## src/logic/dpll_cfg_map.svh

```systemverilog
`ifndef DPLL_CFG_MAP_SVH
`define DPLL_CFG_MAP_SVH

// register offsets on the internal register port
`define PULL_RANGE_HIGH_ADDR   8'h42
`define PREDIV_LOW_ADDR        8'h46
`define PREDIV_HIGH_ADDR       8'h47
`define INSTANCE_SEL_ADDR      8'h4B

// reset values
`define PULL_RANGE_HIGH_RESET  8'h03
`define PREDIV_LOW_RESET       8'hFF
`define PREDIV_HIGH_RESET      8'h3F
`define INSTANCE_SEL_RESET     8'h00

// implemented bits of each register
`define PULL_RANGE_HIGH_MASK   8'h03
`define PREDIV_LOW_MASK        8'hFF
`define PREDIV_HIGH_MASK       8'h3F
`define INSTANCE_SEL_MASK      8'h10

// field positions, divide limit and unmapped read value
`define INSTANCE_SEL_BIT       4
`define PULL_RANGE_FIELD_MSB   1
`define PREDIV_HIGH_FIELD_MSB  5
`define PREDIV_MAX_VALUE       14'h30D2
`define UNMAPPED_READ_VALUE    8'h00

`endif

```

## src/logic/dpll_cfg_pkg.sv

```systemverilog
package dpll_cfg_pkg;

    typedef logic [7:0] reg_byte_t;

    // index of each register cell
    typedef enum logic [1:0] {
        CELL_PULL_RANGE_HIGH = 2'b00,
        CELL_PREDIV_LOW      = 2'b01,
        CELL_PREDIV_HIGH     = 2'b10,
        CELL_INSTANCE_SEL    = 2'b11
    } reg_cell_e;

    localparam int NUM_CELLS = 4;

endpackage : dpll_cfg_pkg

```

## src/logic/cfg_reg_cell.sv

```systemverilog
`timescale 1ns/1ps
module cfg_reg_cell
#(
    parameter logic [7:0] RESET_VALUE = 8'h00,
    parameter logic [7:0] BIT_MASK    = 8'hFF
)
(
    // clock and reset
    input  wire logic       sys_clk,
    input  wire logic       rst_n,
    // write side
    input  wire logic       wr_en,
    input  wire logic [7:0] wdata,
    // stored value
    output logic      [7:0] q
);

    logic [7:0] value_reg;
    logic [7:0] value_next;

    // unused bits never store, so they read back as zero
    assign value_next = wr_en ? (wdata & BIT_MASK) : value_reg;
    assign q          = value_reg;

    always_ff @(posedge sys_clk or negedge rst_n)
    begin
        if (!rst_n)
            value_reg <= RESET_VALUE & BIT_MASK;
        else
            value_reg <= value_next;
    end

endmodule : cfg_reg_cell

```

## src/logic/dpll_divider_config_regs.sv

```systemverilog
`timescale 1ns/1ps
`include "dpll_cfg_map.svh"
module dpll_divider_config_regs
    import dpll_cfg_pkg::*;
(
    // clock and reset
    input  wire logic        sys_clk,
    input  wire logic        rst_n,
    // register port from serial-port logic
    input  wire logic [7:0]  reg_addr,
    input  wire logic [7:0]  reg_wdata,
    input  wire logic        reg_wr,
    input  wire logic        reg_rd,
    output logic      [7:0]  reg_rdata,
    output logic             reg_rd_valid,
    // configuration towards the datapath
    output logic      [1:0]  pll_pull_range_limit_hi,
    output logic      [13:0] input_prediv_value,
    output logic             pll_instance_select_bit,
    output logic             prediv_over_limit
);

    // address decode shared by write and read paths
    function automatic logic [4:0] decode_addr(input logic [7:0] addr);
        logic [4:0] hit;
        hit = 5'h00;
        if (addr == `PULL_RANGE_HIGH_ADDR)
            hit = 5'h01;
        else if (addr == `PREDIV_LOW_ADDR)
            hit = 5'h02;
        else if (addr == `PREDIV_HIGH_ADDR)
            hit = 5'h04;
        else if (addr == `INSTANCE_SEL_ADDR)
            hit = 5'h08;
        else
            hit = 5'h10;
        return hit;
    endfunction : decode_addr

    function automatic logic [7:0] cell_reset(input int idx);
        logic [7:0] r;
        r = `INSTANCE_SEL_RESET;
        if (idx == CELL_PULL_RANGE_HIGH)
            r = `PULL_RANGE_HIGH_RESET;
        else if (idx == CELL_PREDIV_LOW)
            r = `PREDIV_LOW_RESET;
        else if (idx == CELL_PREDIV_HIGH)
            r = `PREDIV_HIGH_RESET;
        return r;
    endfunction : cell_reset

    function automatic logic [7:0] cell_mask(input int idx);
        logic [7:0] m;
        m = `INSTANCE_SEL_MASK;
        if (idx == CELL_PULL_RANGE_HIGH)
            m = `PULL_RANGE_HIGH_MASK;
        else if (idx == CELL_PREDIV_LOW)
            m = `PREDIV_LOW_MASK;
        else if (idx == CELL_PREDIV_HIGH)
            m = `PREDIV_HIGH_MASK;
        return m;
    endfunction : cell_mask

    wire logic [4:0]  wr_hit;
    wire logic [4:0]  rd_hit;
    wire logic [7:0]  cell_q [NUM_CELLS];
    wire logic [7:0]  rd_mux;
    wire logic [13:0] prediv_word;

    logic [7:0]  rdata_reg;
    logic        rd_valid_reg;
    logic [1:0]  pull_hi_reg;
    logic [13:0] prediv_reg;
    logic        inst_sel_reg;
    logic        over_limit_reg;

    // masked reset images; the configuration output flops load only these constants on async reset
    localparam logic [7:0]  PULL_HI_RESET_BYTE   = `PULL_RANGE_HIGH_RESET & `PULL_RANGE_HIGH_MASK;
    localparam logic [7:0]  PREDIV_HI_RESET_BYTE = `PREDIV_HIGH_RESET & `PREDIV_HIGH_MASK;
    localparam logic [7:0]  INST_SEL_RESET_BYTE  = `INSTANCE_SEL_RESET & `INSTANCE_SEL_MASK;
    localparam logic [1:0]  PULL_HI_RESET        = PULL_HI_RESET_BYTE[`PULL_RANGE_FIELD_MSB:0];
    localparam logic [13:0] PREDIV_RESET         = {PREDIV_HI_RESET_BYTE[`PREDIV_HIGH_FIELD_MSB:0],
                                                    `PREDIV_LOW_RESET};
    localparam logic        INST_SEL_RESET       = INST_SEL_RESET_BYTE[`INSTANCE_SEL_BIT];
    localparam logic        OVER_LIMIT_RESET     = (PREDIV_RESET > `PREDIV_MAX_VALUE);

    // next values of the output flops, and the cell write enables
    wire logic [7:0]           rdata_next;
    wire logic                 rd_valid_next;
    wire logic [1:0]           pull_hi_next;
    wire logic [13:0]          prediv_next;
    wire logic                 inst_sel_next;
    wire logic                 over_limit_next;
    wire logic [NUM_CELLS-1:0] cell_wr_en;

    assign wr_hit = decode_addr(reg_addr);
    assign rd_hit = decode_addr(reg_addr);
    assign cell_wr_en = {NUM_CELLS{reg_wr}} & wr_hit[NUM_CELLS-1:0];

    // one cell per register; writes to unmapped offsets fall on no cell
    genvar gi;
    generate
        for (gi = 0; gi < NUM_CELLS; gi++)
        begin : g_cell
            cfg_reg_cell #(
                .RESET_VALUE (cell_reset(gi)),
                .BIT_MASK    (cell_mask(gi))
            ) u_cell (
                .sys_clk (sys_clk),
                .rst_n   (rst_n),
                .wr_en   (cell_wr_en[gi]),
                .wdata   (reg_wdata),
                .q       (cell_q[gi])
            );
        end
    endgenerate

    // unused bits are masked in the cells, so they read as zero
    assign rd_mux = rd_hit[CELL_PULL_RANGE_HIGH] ? cell_q[CELL_PULL_RANGE_HIGH] :
                    rd_hit[CELL_PREDIV_LOW]      ? cell_q[CELL_PREDIV_LOW] :
                    rd_hit[CELL_PREDIV_HIGH]     ? cell_q[CELL_PREDIV_HIGH] :
                    rd_hit[CELL_INSTANCE_SEL]    ? cell_q[CELL_INSTANCE_SEL] :
                    `UNMAPPED_READ_VALUE;

    assign prediv_word = {cell_q[CELL_PREDIV_HIGH][`PREDIV_HIGH_FIELD_MSB:0],
                          cell_q[CELL_PREDIV_LOW]};

    // read data holds until the next read, so a slow poller still sees it
    assign rdata_next      = reg_rd ? rd_mux : rdata_reg;
    assign rd_valid_next   = reg_rd;
    assign pull_hi_next    = cell_q[CELL_PULL_RANGE_HIGH][`PULL_RANGE_FIELD_MSB:0];
    assign prediv_next     = prediv_word;
    assign inst_sel_next   = cell_q[CELL_INSTANCE_SEL][`INSTANCE_SEL_BIT];
    // flag only; the device does not clamp the divide value
    assign over_limit_next = (prediv_word > `PREDIV_MAX_VALUE);

    // a write and a read in the same cycle return the old value
    always_ff @(posedge sys_clk or negedge rst_n)
    begin
        if (!rst_n)
        begin
            rdata_reg <= `UNMAPPED_READ_VALUE;
        end
        else
        begin
            rdata_reg <= rdata_next;
        end
    end

    always_ff @(posedge sys_clk or negedge rst_n)
    begin
        if (!rst_n)
        begin
            rd_valid_reg <= 1'b0;
        end
        else
        begin
            rd_valid_reg <= rd_valid_next;
        end
    end

    // outputs re-registered so the datapath sees flop outputs only;
    // this adds one cycle between a write and its effect
    always_ff @(posedge sys_clk or negedge rst_n)
    begin
        if (!rst_n)
        begin
            pull_hi_reg <= PULL_HI_RESET;
        end
        else
        begin
            pull_hi_reg <= pull_hi_next;
        end
    end

    always_ff @(posedge sys_clk or negedge rst_n)
    begin
        if (!rst_n)
        begin
            prediv_reg <= PREDIV_RESET;
        end
        else
        begin
            prediv_reg <= prediv_next;
        end
    end

    always_ff @(posedge sys_clk or negedge rst_n)
    begin
        if (!rst_n)
        begin
            inst_sel_reg <= INST_SEL_RESET;
        end
        else
        begin
            inst_sel_reg <= inst_sel_next;
        end
    end

    always_ff @(posedge sys_clk or negedge rst_n)
    begin
        if (!rst_n)
        begin
            over_limit_reg <= OVER_LIMIT_RESET;
        end
        else
        begin
            over_limit_reg <= over_limit_next;
        end
    end

    assign reg_rdata               = rdata_reg;
    assign reg_rd_valid            = rd_valid_reg;
    assign pll_pull_range_limit_hi = pull_hi_reg;
    assign input_prediv_value      = prediv_reg;
    assign pll_instance_select_bit = inst_sel_reg;
    assign prediv_over_limit       = over_limit_reg;

endmodule : dpll_divider_config_regs

```

## config.mk

```make
export PLATFORM = sky130hd
export DESIGN_NAME = dpll_divider_config_regs
export DESIGN_NICKNAME = d
export VERILOG_FILES = /design/src/logic/dpll_cfg_pkg.sv /design/src/logic/cfg_reg_cell.sv /design/src/logic/dpll_divider_config_regs.sv
export VERILOG_INCLUDE_DIRS = /design/src /design/src/logic
export SDC_FILE = /design/constraint.sdc
export NUM_CORES = 1
export LEC_CHECK = 0
export BUFFER_PORTS_ARGS = -buffer_cell sky130_fd_sc_hd__buf_2
export CELL_PAD_IN_SITES_DETAIL_PLACEMENT = 1
export CELL_PAD_IN_SITES_GLOBAL_PLACEMENT = 1
export CORE_ASPECT_RATIO = 2
export CORE_MARGIN = 2
export CORE_UTILIZATION = 44
export DETAILED_ROUTE_END_ITERATION = 8
export GPL_ROUTABILITY_DRIVEN = 1
export GPL_TIMING_DRIVEN = 0
export MAX_ROUTING_LAYER = met4
export PLACE_DENSITY_LB_ADDON = 0.1
export RECOVER_POWER = 50
export SLEW_MARGIN = 20
export SYNTH_ARGS = -nofsm -noshare
export SYNTH_HDL_FRONTEND = slang
export SYNTH_SLANG_ARGS = --single-unit
```

## constraint.sdc

```tcl
create_clock -name sys_clk -period 3.4 [get_ports sys_clk]
set_clock_uncertainty 0.1 [all_clocks]
set_input_delay 0.51 -clock sys_clk [delete_from_list [all_inputs] [get_ports sys_clk]]
set_output_delay 0.51 -clock sys_clk [all_outputs]
set_load 0.05 [all_outputs]
```

# After elaboration in Yosys (flattened, before gate mapping)
# Index checks and enable logic that the tools add are counted.
# totals
reg_bits	44
input_bits	20
output_inout_bits	27
word_cells	24
# classes
n_lt_le_gt_ge	1
eq_ne	4
muxes	8
n_bitwise	1
# op_table
operator	count
$eq A8 B7 Y1 const B	4
$mux W4	4
$mux W8	2
$gt A14 B14 Y1 const B	1
$mux W6	1
$mux W5	1
$and A4 B4 Y4	1

# Logic depth before layout (Yosys ltp)
# Gate-level depths: netlist (run 1).
# logic_depth
depth_word	9
depth_mapped	4

# Hierarchy
# From an unflattened synthesis (run 1), not the netlist that was laid out.
# unflattened
hier_cells	153
area_unflattened_um2	2033.2
# by_module_without_submodules
mod	n_inst	cells_per_inst	area_each_um2	seq_area_each_um2
dpll_divider_config_regs	1	99	1193.6	696.9
cfg_reg_cell at g_cell[1].u_cell	1	17	341.6	210.2
cfg_reg_cell at g_cell[2].u_cell	1	16	277.8	157.7
cfg_reg_cell at g_cell[0].u_cell	1	11	123.9	52.6
cfg_reg_cell at g_cell[3].u_cell	1	10	96.3	25.0

# Worst setup path after synthesis (run 1)
# Ideal clock, no wire load.
# synth_path
path_kind	input to register
startpoint	input reg_addr[0]
endpoint	register g_cell[1].u_cell.value_reg[0]
setup_ns	0.082
arrival_ns	1.384
required_ns	3.218
setup_slack_ns	1.834
path_stages	4
path_buffers	1
path_cell_list	buf_6 > nor3b_4 > nand3_4 > mux2_2
# synth_via
elab_chain_len	5
# synth_lines
element	line_no	text
start, declared	dpll_divider_config_regs.sv:10	input wire logic [7:0] reg_addr,
$eq A8 B7 Y1 (no line)	--	
$mux W4	dpll_divider_config_regs.sv:31	else if (addr == `PREDIV_HIGH_ADDR)
$mux W4	dpll_divider_config_regs.sv:29	else if (addr == `PREDIV_LOW_ADDR)
$mux W4 (*)	dpll_divider_config_regs.sv:27	if (addr == `PULL_RANGE_HIGH_ADDR)
$and A4 B4 Y4 (*)	dpll_divider_config_regs.sv:98	assign cell_wr_en = {NUM_CELLS{reg_wr}} & wr_hit[NUM_CELLS-1:0];
end signal, assigned	cfg_reg_cell.sv:28	value_reg <= RESET_VALUE & BIT_MASK;
end signal, assigned	cfg_reg_cell.sv:30	value_reg <= value_next;
end, declared	cfg_reg_cell.sv:18	logic [7:0] value_reg;
# Mark *: on every way between the ends. The rest lies on a longest branch, timed or not.
# A chain may end at the register's enable or synchronous reset.

==> results of run 1 <==
how the worst max path moves through the flow:
stage,to,start,depth (start not counted)
floorplan,g_cell[1].u_cell.q[0],reg_addr[0],4
global placement,reg_rdata[0],reg_rd,5
detailed placement,g_cell[1].u_cell.q[3],reg_addr[3],4
CTS,input_prediv_value[5],input_prediv_value[5],1
global route,reg_rdata[1],rst_n,1
finish,reg_rdata[1],rst_n,1
cell families (layout without fill, tap and decap cells):
| family | count (synthesis) | count (layout) | synth area share, % |
|---|---|---|---|
| flops | 44 | 44 | 67.0 |
| simple gates | 22 | 22 | 9.91 |
| mux | 19 | 19 | 12.4 |
| compound gates | 17 | 17 | 7.34 |
| buf+inv | 11 | 63 | 3.37 |
worst reg2reg max path: stages, from the launching register on:
cell,delay (ps)
dfstp_1,400
or4_1,570
a211oi_1,230
nor3_1,80
synthesized netlist by cell type, types with 2 or more instances:
cell type   n  share of area [%]
nand3_1     3               0.88
mux2i_1     2                1.2
and4bb_2    2                1.5
inv_1       8                1.8
nor3_1      2               0.59
mux2_2     17                 11
buf_6       2                1.3
o32ai_1     2                1.0
o21a_1      2               0.88
a22oi_1     3                1.3
o22ai_1     5                1.8
dfstp_2    33                 51
nand2_1     5                1.1
dfrtp_1    11                 16
and3b_1     3                1.5
sequential cells by signal (all words and copies together) (netlist names):
register / flops
g_cell.u_cell.q: 17
reg_rdata: 8
pll_pull_range_limit_hi: 2
reg_rd_valid: 1
prediv_over_limit: 1
pll_instance_select_bit: 1
input_prediv_value: 14
layer usage:
layer	vias to the layer above	wire length, microns
li1	507	-
met1	571	1150
met2	27	2190
met3	7	133
met4	0	82
met5	-	0
per-stage QoR:
stage	cells	hold slack [ps]	setup slack (ps)	power [mW]	cell area, sq um
finish	216	229	1250	0.997	2080
detailed placement	208	267	1570	0.687	1990
CTS	216	222	1700	1.02	2080
global route	216	216	860	1.04	2080
floorplan	113	114	1830	0.645	1710
global placement	208	265	1620	0.682	1990
where the power goes:
part           total (mW)  switching [mW]  internal (mW)
Sequential          0.567          0.0131          0.554
Clock               0.325           0.160          0.165
Combinational       0.105          0.0723         0.0327
Total               0.997           0.245          0.752
area by class of cell:
class / count / area [sq um] / share of cell area (%)
inverters: 8 / 30.0 / 1.44
flip-flops and latches: 44 / 1140 / 55.0
clock buffers: 8 / 90.1 / 4.33
plain buffers: 3 / 27.5 / 1.32
multi-input cells: 58 / 505 / 24.3
repair buffers: 44 / 219 / 10.5
well taps: 51 / 63.8 / 3.07
==> results.txt, run 1 <==
Status -> finished, violations left
Failing checks -> max-capacitance violations, max-slew violations
R2R cell count -> 3
Net count after synthesis -> 133
CTS max path bufs -> 2
Pwr Density -> 480 mW/mm^2
Most used routing layer in global routing -> met2
Reg clk slew, reported paths -> 70 ps
Die area -> 0.00442 sq mm
Worst hold endpoint -> reg_rd_valid
Clk_lat worst skew -> 290 ps
Arrival time worst endpoint -> 2030 ps
Clock H-tree levels -> 2
FFs w/ async S/R, synth -> 100%
Fmax -> 0.465 GHz
Critical-path cell list -> clkbuf_1
Initial antenna violation count -> 0
TritonCTS buffer count -> 5
Tcrit/Tclk final -> 63.3%
Final min period -> 2150 ps
TritonRoute pass-1 iters -> 3
Slew Viols, Final -> 45
Post-synth EDFFs -> 0
PortBufs -> 44
Rel. slew slack -> -42.5%
Vias in the first global route -> 1,236
Setup bufs post-CTS -> 0
Slowest-stage cell, CP -> clkbuf_1
Syn Area/Cell -> 15.1 sq um
Hpwl dp -> 2.68 mm
Highest cell delay on the worst timing path -> 1500 ps
Hold buffers post-CTS -> 0
GRT Residual Overflow -> 0
Hold Crit Class -> in2reg
Post-synthesis sequential area ratio -> 67.0%
Setup TNS -> 0 ps
Routability cong. -> 0.793
Vias/cell -> 5.15
Worst path required time -> 3280 ps
Synth unique cells -> 28
Net count, final -> 184
RSZ-0062 raised after global routing -> false
Antenna Violating Nets Remaining -> 0
Antenna diodes -> 0
Crit-path max FO -> 44
Yosys warning count -> 0
Bufs and invs on worst path -> 1
Filler Cell Count -> 399
Worst Max-Slew Pin Slew -> 2140 ps
Met2 usage -> 33.4%
Die height -> 92.0 microns
First-pass GRT wire length -> 5.84 mm
LEAKAGE -> 0.957 nW
Kind of critical path -> in2async
Post-Syn Area -> 0.00171 sq mm
Mapped Cells -> 113
Clk root buf -> clkbuf_8
Seq cells post-synth -> 44
WL/cell -> 16.4 microns
Width of the die -> 48.0 microns
Commonest non-fill, non-tap cell in the layout -> buf_2
Core area -> 0.00380 sq mm
Total track usage -> 19.4%
Met3 GRT Util -> 5.31%
TritonCTS sink count -> 44
HP Start -> reg_rd
Num ports -> 47
Most frequent cells in the layout -> buf_2 (44), mux2_2 (17), dfstp_2 (17), dfstp_1 (16), dfrtp_1 (11)
DRC -> 0
Fraction of layout instances using a drive strength above 1 -> 55.2%
Overall via count from detail_route -> 1,112
Crit end category -> asynchronous set/reset pin
Worst r2r src -> g_cell[2].u_cell.q[3]
M1 GR Usage -> 18.6%
Worst hold path cell count -> 1
Iter 0 DRT Violations -> 11
Starting Density -> 44.8%
Row cnt -> 32
Crit path max-delay family -> buffers and inverters
VDD IR max -> 0.516 mV
Core Util, Final -> 54.6%
R2R Setup Slk -> 1950 ps
Final setup vio count -> 0
Top_reg_cell synth -> dfstp_2
PostCTS Resize Cnt -> 0
Largest net degree at the start of global routing -> 45
Worst Setup Start Kind -> input pin
Layout area overhead -> 21.9%
Final Hold Violating Endpoints -> 0
TritonCTS clock tree -> built
Max capacitance violation total -> 1
Drt total wl -> 3.55 mm
R2R Path End -> prediv_over_limit
Power figures use the tool's default switching activity.
==> inputs of run 2 (changes only) <==
Settings changed: ABC_AREA set to 1, CORE_UTILIZATION 44 to 35.
Clock period 3.4 ns to 1.9 ns, I/O delays scaled along.
==> run 2 against run 1 <==
  * The run now ends clean
  * Register-to-register slack worse by 1300 ps
  * First-iteration DRC count is 9.1% higher
  * Core utilization is 11 points lower
  * Synthesized cell count is 59% higher
  * Wire length is 15% higher
  * Critical path type is now in2reg
  * Largest cell class unchanged
  * Design area is 6.0% higher
==> results.txt, run 2 <==
Filler Cell Count -> 612 (+53%)
TritonCTS clock tree -> built
Post-synthesis sequential area ratio -> 63.5% (-3.4 points)
Area share of the largest cell type after synthesis -> 48.2% (-2.6 points)
PostCTS Resize Cnt -> 0 (unchanged)
Setup bufs post-CTS -> 0 (unchanged)
Crit end category -> flop
Metal2 WL -> 2.26 mm (+3.1%)
Commonest non-fill, non-tap cell in the layout -> nand2_1
Top_reg_cell synth -> dfstp_2
Seq cells post-synth -> 44 (unchanged)
Die area -> 0.00576 sq mm (+30%)
Fmax -> 0.643 GHz
Yosys warning count -> 0 (unchanged)
Crit-path max FO -> 10 (-77%)
Reg clk slew, reported paths -> 80 ps (about the same)
Syn Area/Cell -> 9.99 sq um (-34%)
VDD IR max -> 0.522 mV (+1.2%)
Clk root buf -> clkbuf_8
Width of the die -> 54.7 microns (+14%)
Hpwl dp -> 3.19 mm (+19%)
Core Util, Final -> 43.7% (-11 points)
Num ports -> 47 (unchanged)
Starting Density -> 35.6% (-9.2 points)
Core area -> 0.00505 sq mm (+33%)
Highest cell delay on the worst timing path -> 520 ps (-980 ps)
Final Hold Violating Endpoints -> 0 (unchanged)
Status -> finished, final reports clean
Largest net degree at the start of global routing -> 45 (unchanged)
Clk_lat worst skew -> 290 ps (about the same)
Initial antenna violation count -> 0 (unchanged)
TritonCTS buffer count -> 5 (unchanged)
Synth unique cells -> 22 (-21%)
Hold Crit Class -> in2async
Net count after synthesis -> 200 (+50%)
Critical-path cell list -> dlygate4sd3_1, clkbuf_1, buf_2, clkinv_1, o31ai_1
Die height -> 105 microns (+14%)
Antenna Violating Nets Remaining -> 0 (unchanged)
Mapped Cells -> 180 (+59%)
RSZ-0062 raised after global routing -> false
Post-synth EDFFs -> 0 (unchanged)
First-pass GRT wire length -> 7.05 mm (+21%)
Worst path required time -> 2010 ps (-1270 ps)
Final min period -> 1560 ps
Max FFs per register -> 17 (unchanged)
R2R Setup Slk -> 650 ps (-1300 ps)
Clock H-tree levels -> 2 (unchanged)
Rel. slew slack -> 30.2% (+73 points)
Final setup vio count -> 0 (unchanged)
TritonRoute pass-1 iters -> 4 (+1)
CTS max path bufs -> 2 (unchanged)
Vias/cell -> 4.71 (-8.6%)
Vias in the first global route -> 1,513 (+22%)
Top Metal Used -> met4
TritonCTS sink count -> 44 (unchanged)
Post-Syn Area -> 0.00180 sq mm (+5.4%)
Overall Power -> 1.86 mW (+87%)
Synth area leader -> dfstp_2
Synth area leaders -> dfstp_2 (48%), dfrtp_1 (15%), nand2_1 (13%)
WL met1 -> 1.59 mm (+39%)
Most frequent cells in the layout -> nand2_1 (61), buf_2 (45), dfstp_2 (19), nand3_1 (18)
WHS -> 69.1 ps (-160 ps)
WL met3 -> 133 microns (unchanged)
Antenna diodes -> 0 (unchanged)
PortBufs -> 46 (+4.5%)
Drt total wl -> 4.07 mm (+15%)
Synth top cells by count -> nand2_1 (61), dfstp_2 (33), nand3_1 (18), inv_1 (14), o21ai_0 (14)
Net count, final -> 254 (+38%)
Kind of critical path -> in2reg
DRC -> 0 (unchanged)
Count leader, synth -> nand2_1
Routability cong. -> 0.765 (-3.6%)
Iter 0 DRT Violations -> 12 (+1)
Setup TNS -> 0 ps (unchanged)
Total track usage -> 17.2% (-2.2 points)
Worst Max-Slew Pin Slew -> 1050 ps (-1090 ps)
Overall via count from detail_route -> 1,379 (+24%)
Slew Viols, Final -> 0 (-100%)
LEAKAGE -> 1.15 nW (+20%)
WL/cell -> 13.9 microns (-16%)
Row cnt -> 37 (+16%)
Fraction of layout instances using a drive strength above 1 -> 36.6% (-19 points)
GRT Residual Overflow -> 0 (unchanged)
Pwr Density -> 845 mW/mm^2 (+76%)
Max capacitance violation total -> 0 (-1)
FFs w/ async S/R, synth -> 100% (unchanged)
Slowest-stage cell, CP -> dlygate4sd3_1
Layout area overhead -> 22.5%
Tcrit/Tclk final -> 81.9%
Worst Setup Start Kind -> input pin
Arrival time worst endpoint -> 1660 ps (-370 ps)
## run 2: changes by cell type in the layout (fill, tap and decap cells not counted), sizes merged, moves of 3 or more
cell | previous run | this run
a22oi | 3 | 0
and3b | 3 | 0
inv | 8 | 16
mux2 | 17 | 0
nand2 | 5 | 66
nand3 | 5 | 18
nor2 | 0 | 8
o21ai | 0 | 18
o22ai | 5 | 0
## run 2: logic make-up after synthesis
logic type | Yosys count | synth area share [%]
DFF | 44 | 63.5
AOI/OAI and AO/OA | 22 | 6.54
buffers and inverters | 21 | 5.08
and+or+nand+nor | 93 | 24.8
## run 2: metal layers
metal  global-route usage, %  vias up
li1                        -      672
met1                    20.2      668
met2                    27.6       33
met3                    2.97        6
met4                    7.50        0
met5                       -        -
## run 2: timing repair
| item | in CTS | in global routing |
|---|---|---|
| endpoints found under the setup margin | 0 | 0 |
| hold buffers | 1 | 0 |
| endpoints found under the hold margin | 1 | 0 |
## run 2: final cells by class
| cell class | count | area, sq um | share of cell area (%) |
|---|---|---|---|
| well taps | 58 | 72.6 | 3.29 |
| multi-input cells | 115 | 564 | 25.6 |
| clock inverters | 1 | 7.51 | 0.341 |
| flip-flops and latches | 44 | 1140 | 51.8 |
| inverters | 17 | 63.8 | 2.90 |
| repair buffers | 47 | 239 | 10.8 |
| clock buffers | 7 | 86.3 | 3.92 |
| plain buffers | 4 | 27.5 | 1.25 |
## run 2: where the power goes
group / internal (mW) / total [mW] / switching [mW]
sequential: 1.01 / 1.03 / 0.0259
clock: 0.295 / 0.599 / 0.303
combinational: 0.0547 / 0.229 / 0.175
total: 1.36 / 1.86 / 0.504
## run 2: stage by stage
step	worst slack [ps]	cells	cell area, sq um
6_report	344	293	2200
5_1_grt	233	293	2200
4_1_cts	329	293	2200
3_5_place_dp	443	284	2100
3_3_place_gp	470	284	2100
2_1_floorplan	723	180	1800
## run 2: worst max-delay path: cells and delay by family
family | cells | cell delay (ps)
compound gates | 1 | 300
buf+inv | 4 | 1070
## run 2: final timing paths
| check | to | start | depth (start not counted) |
|---|---|---|---|
| min | pll_instance_select_bit | rst_n | 1 |
| max reg2reg | prediv_over_limit | g_cell[1].u_cell.q[0] | 6 |
| max | reg_rdata[7] | reg_rd | 5 |
| min reg2reg | pll_pull_range_limit_hi[0] | g_cell[0].u_cell.q[0] | 0 |
| min in group sys_clk | g_cell[1].u_cell.q[6] | reg_wdata[6] | 3 |
| max in group asynchronous | reg_rdata[1] | rst_n | 1 |
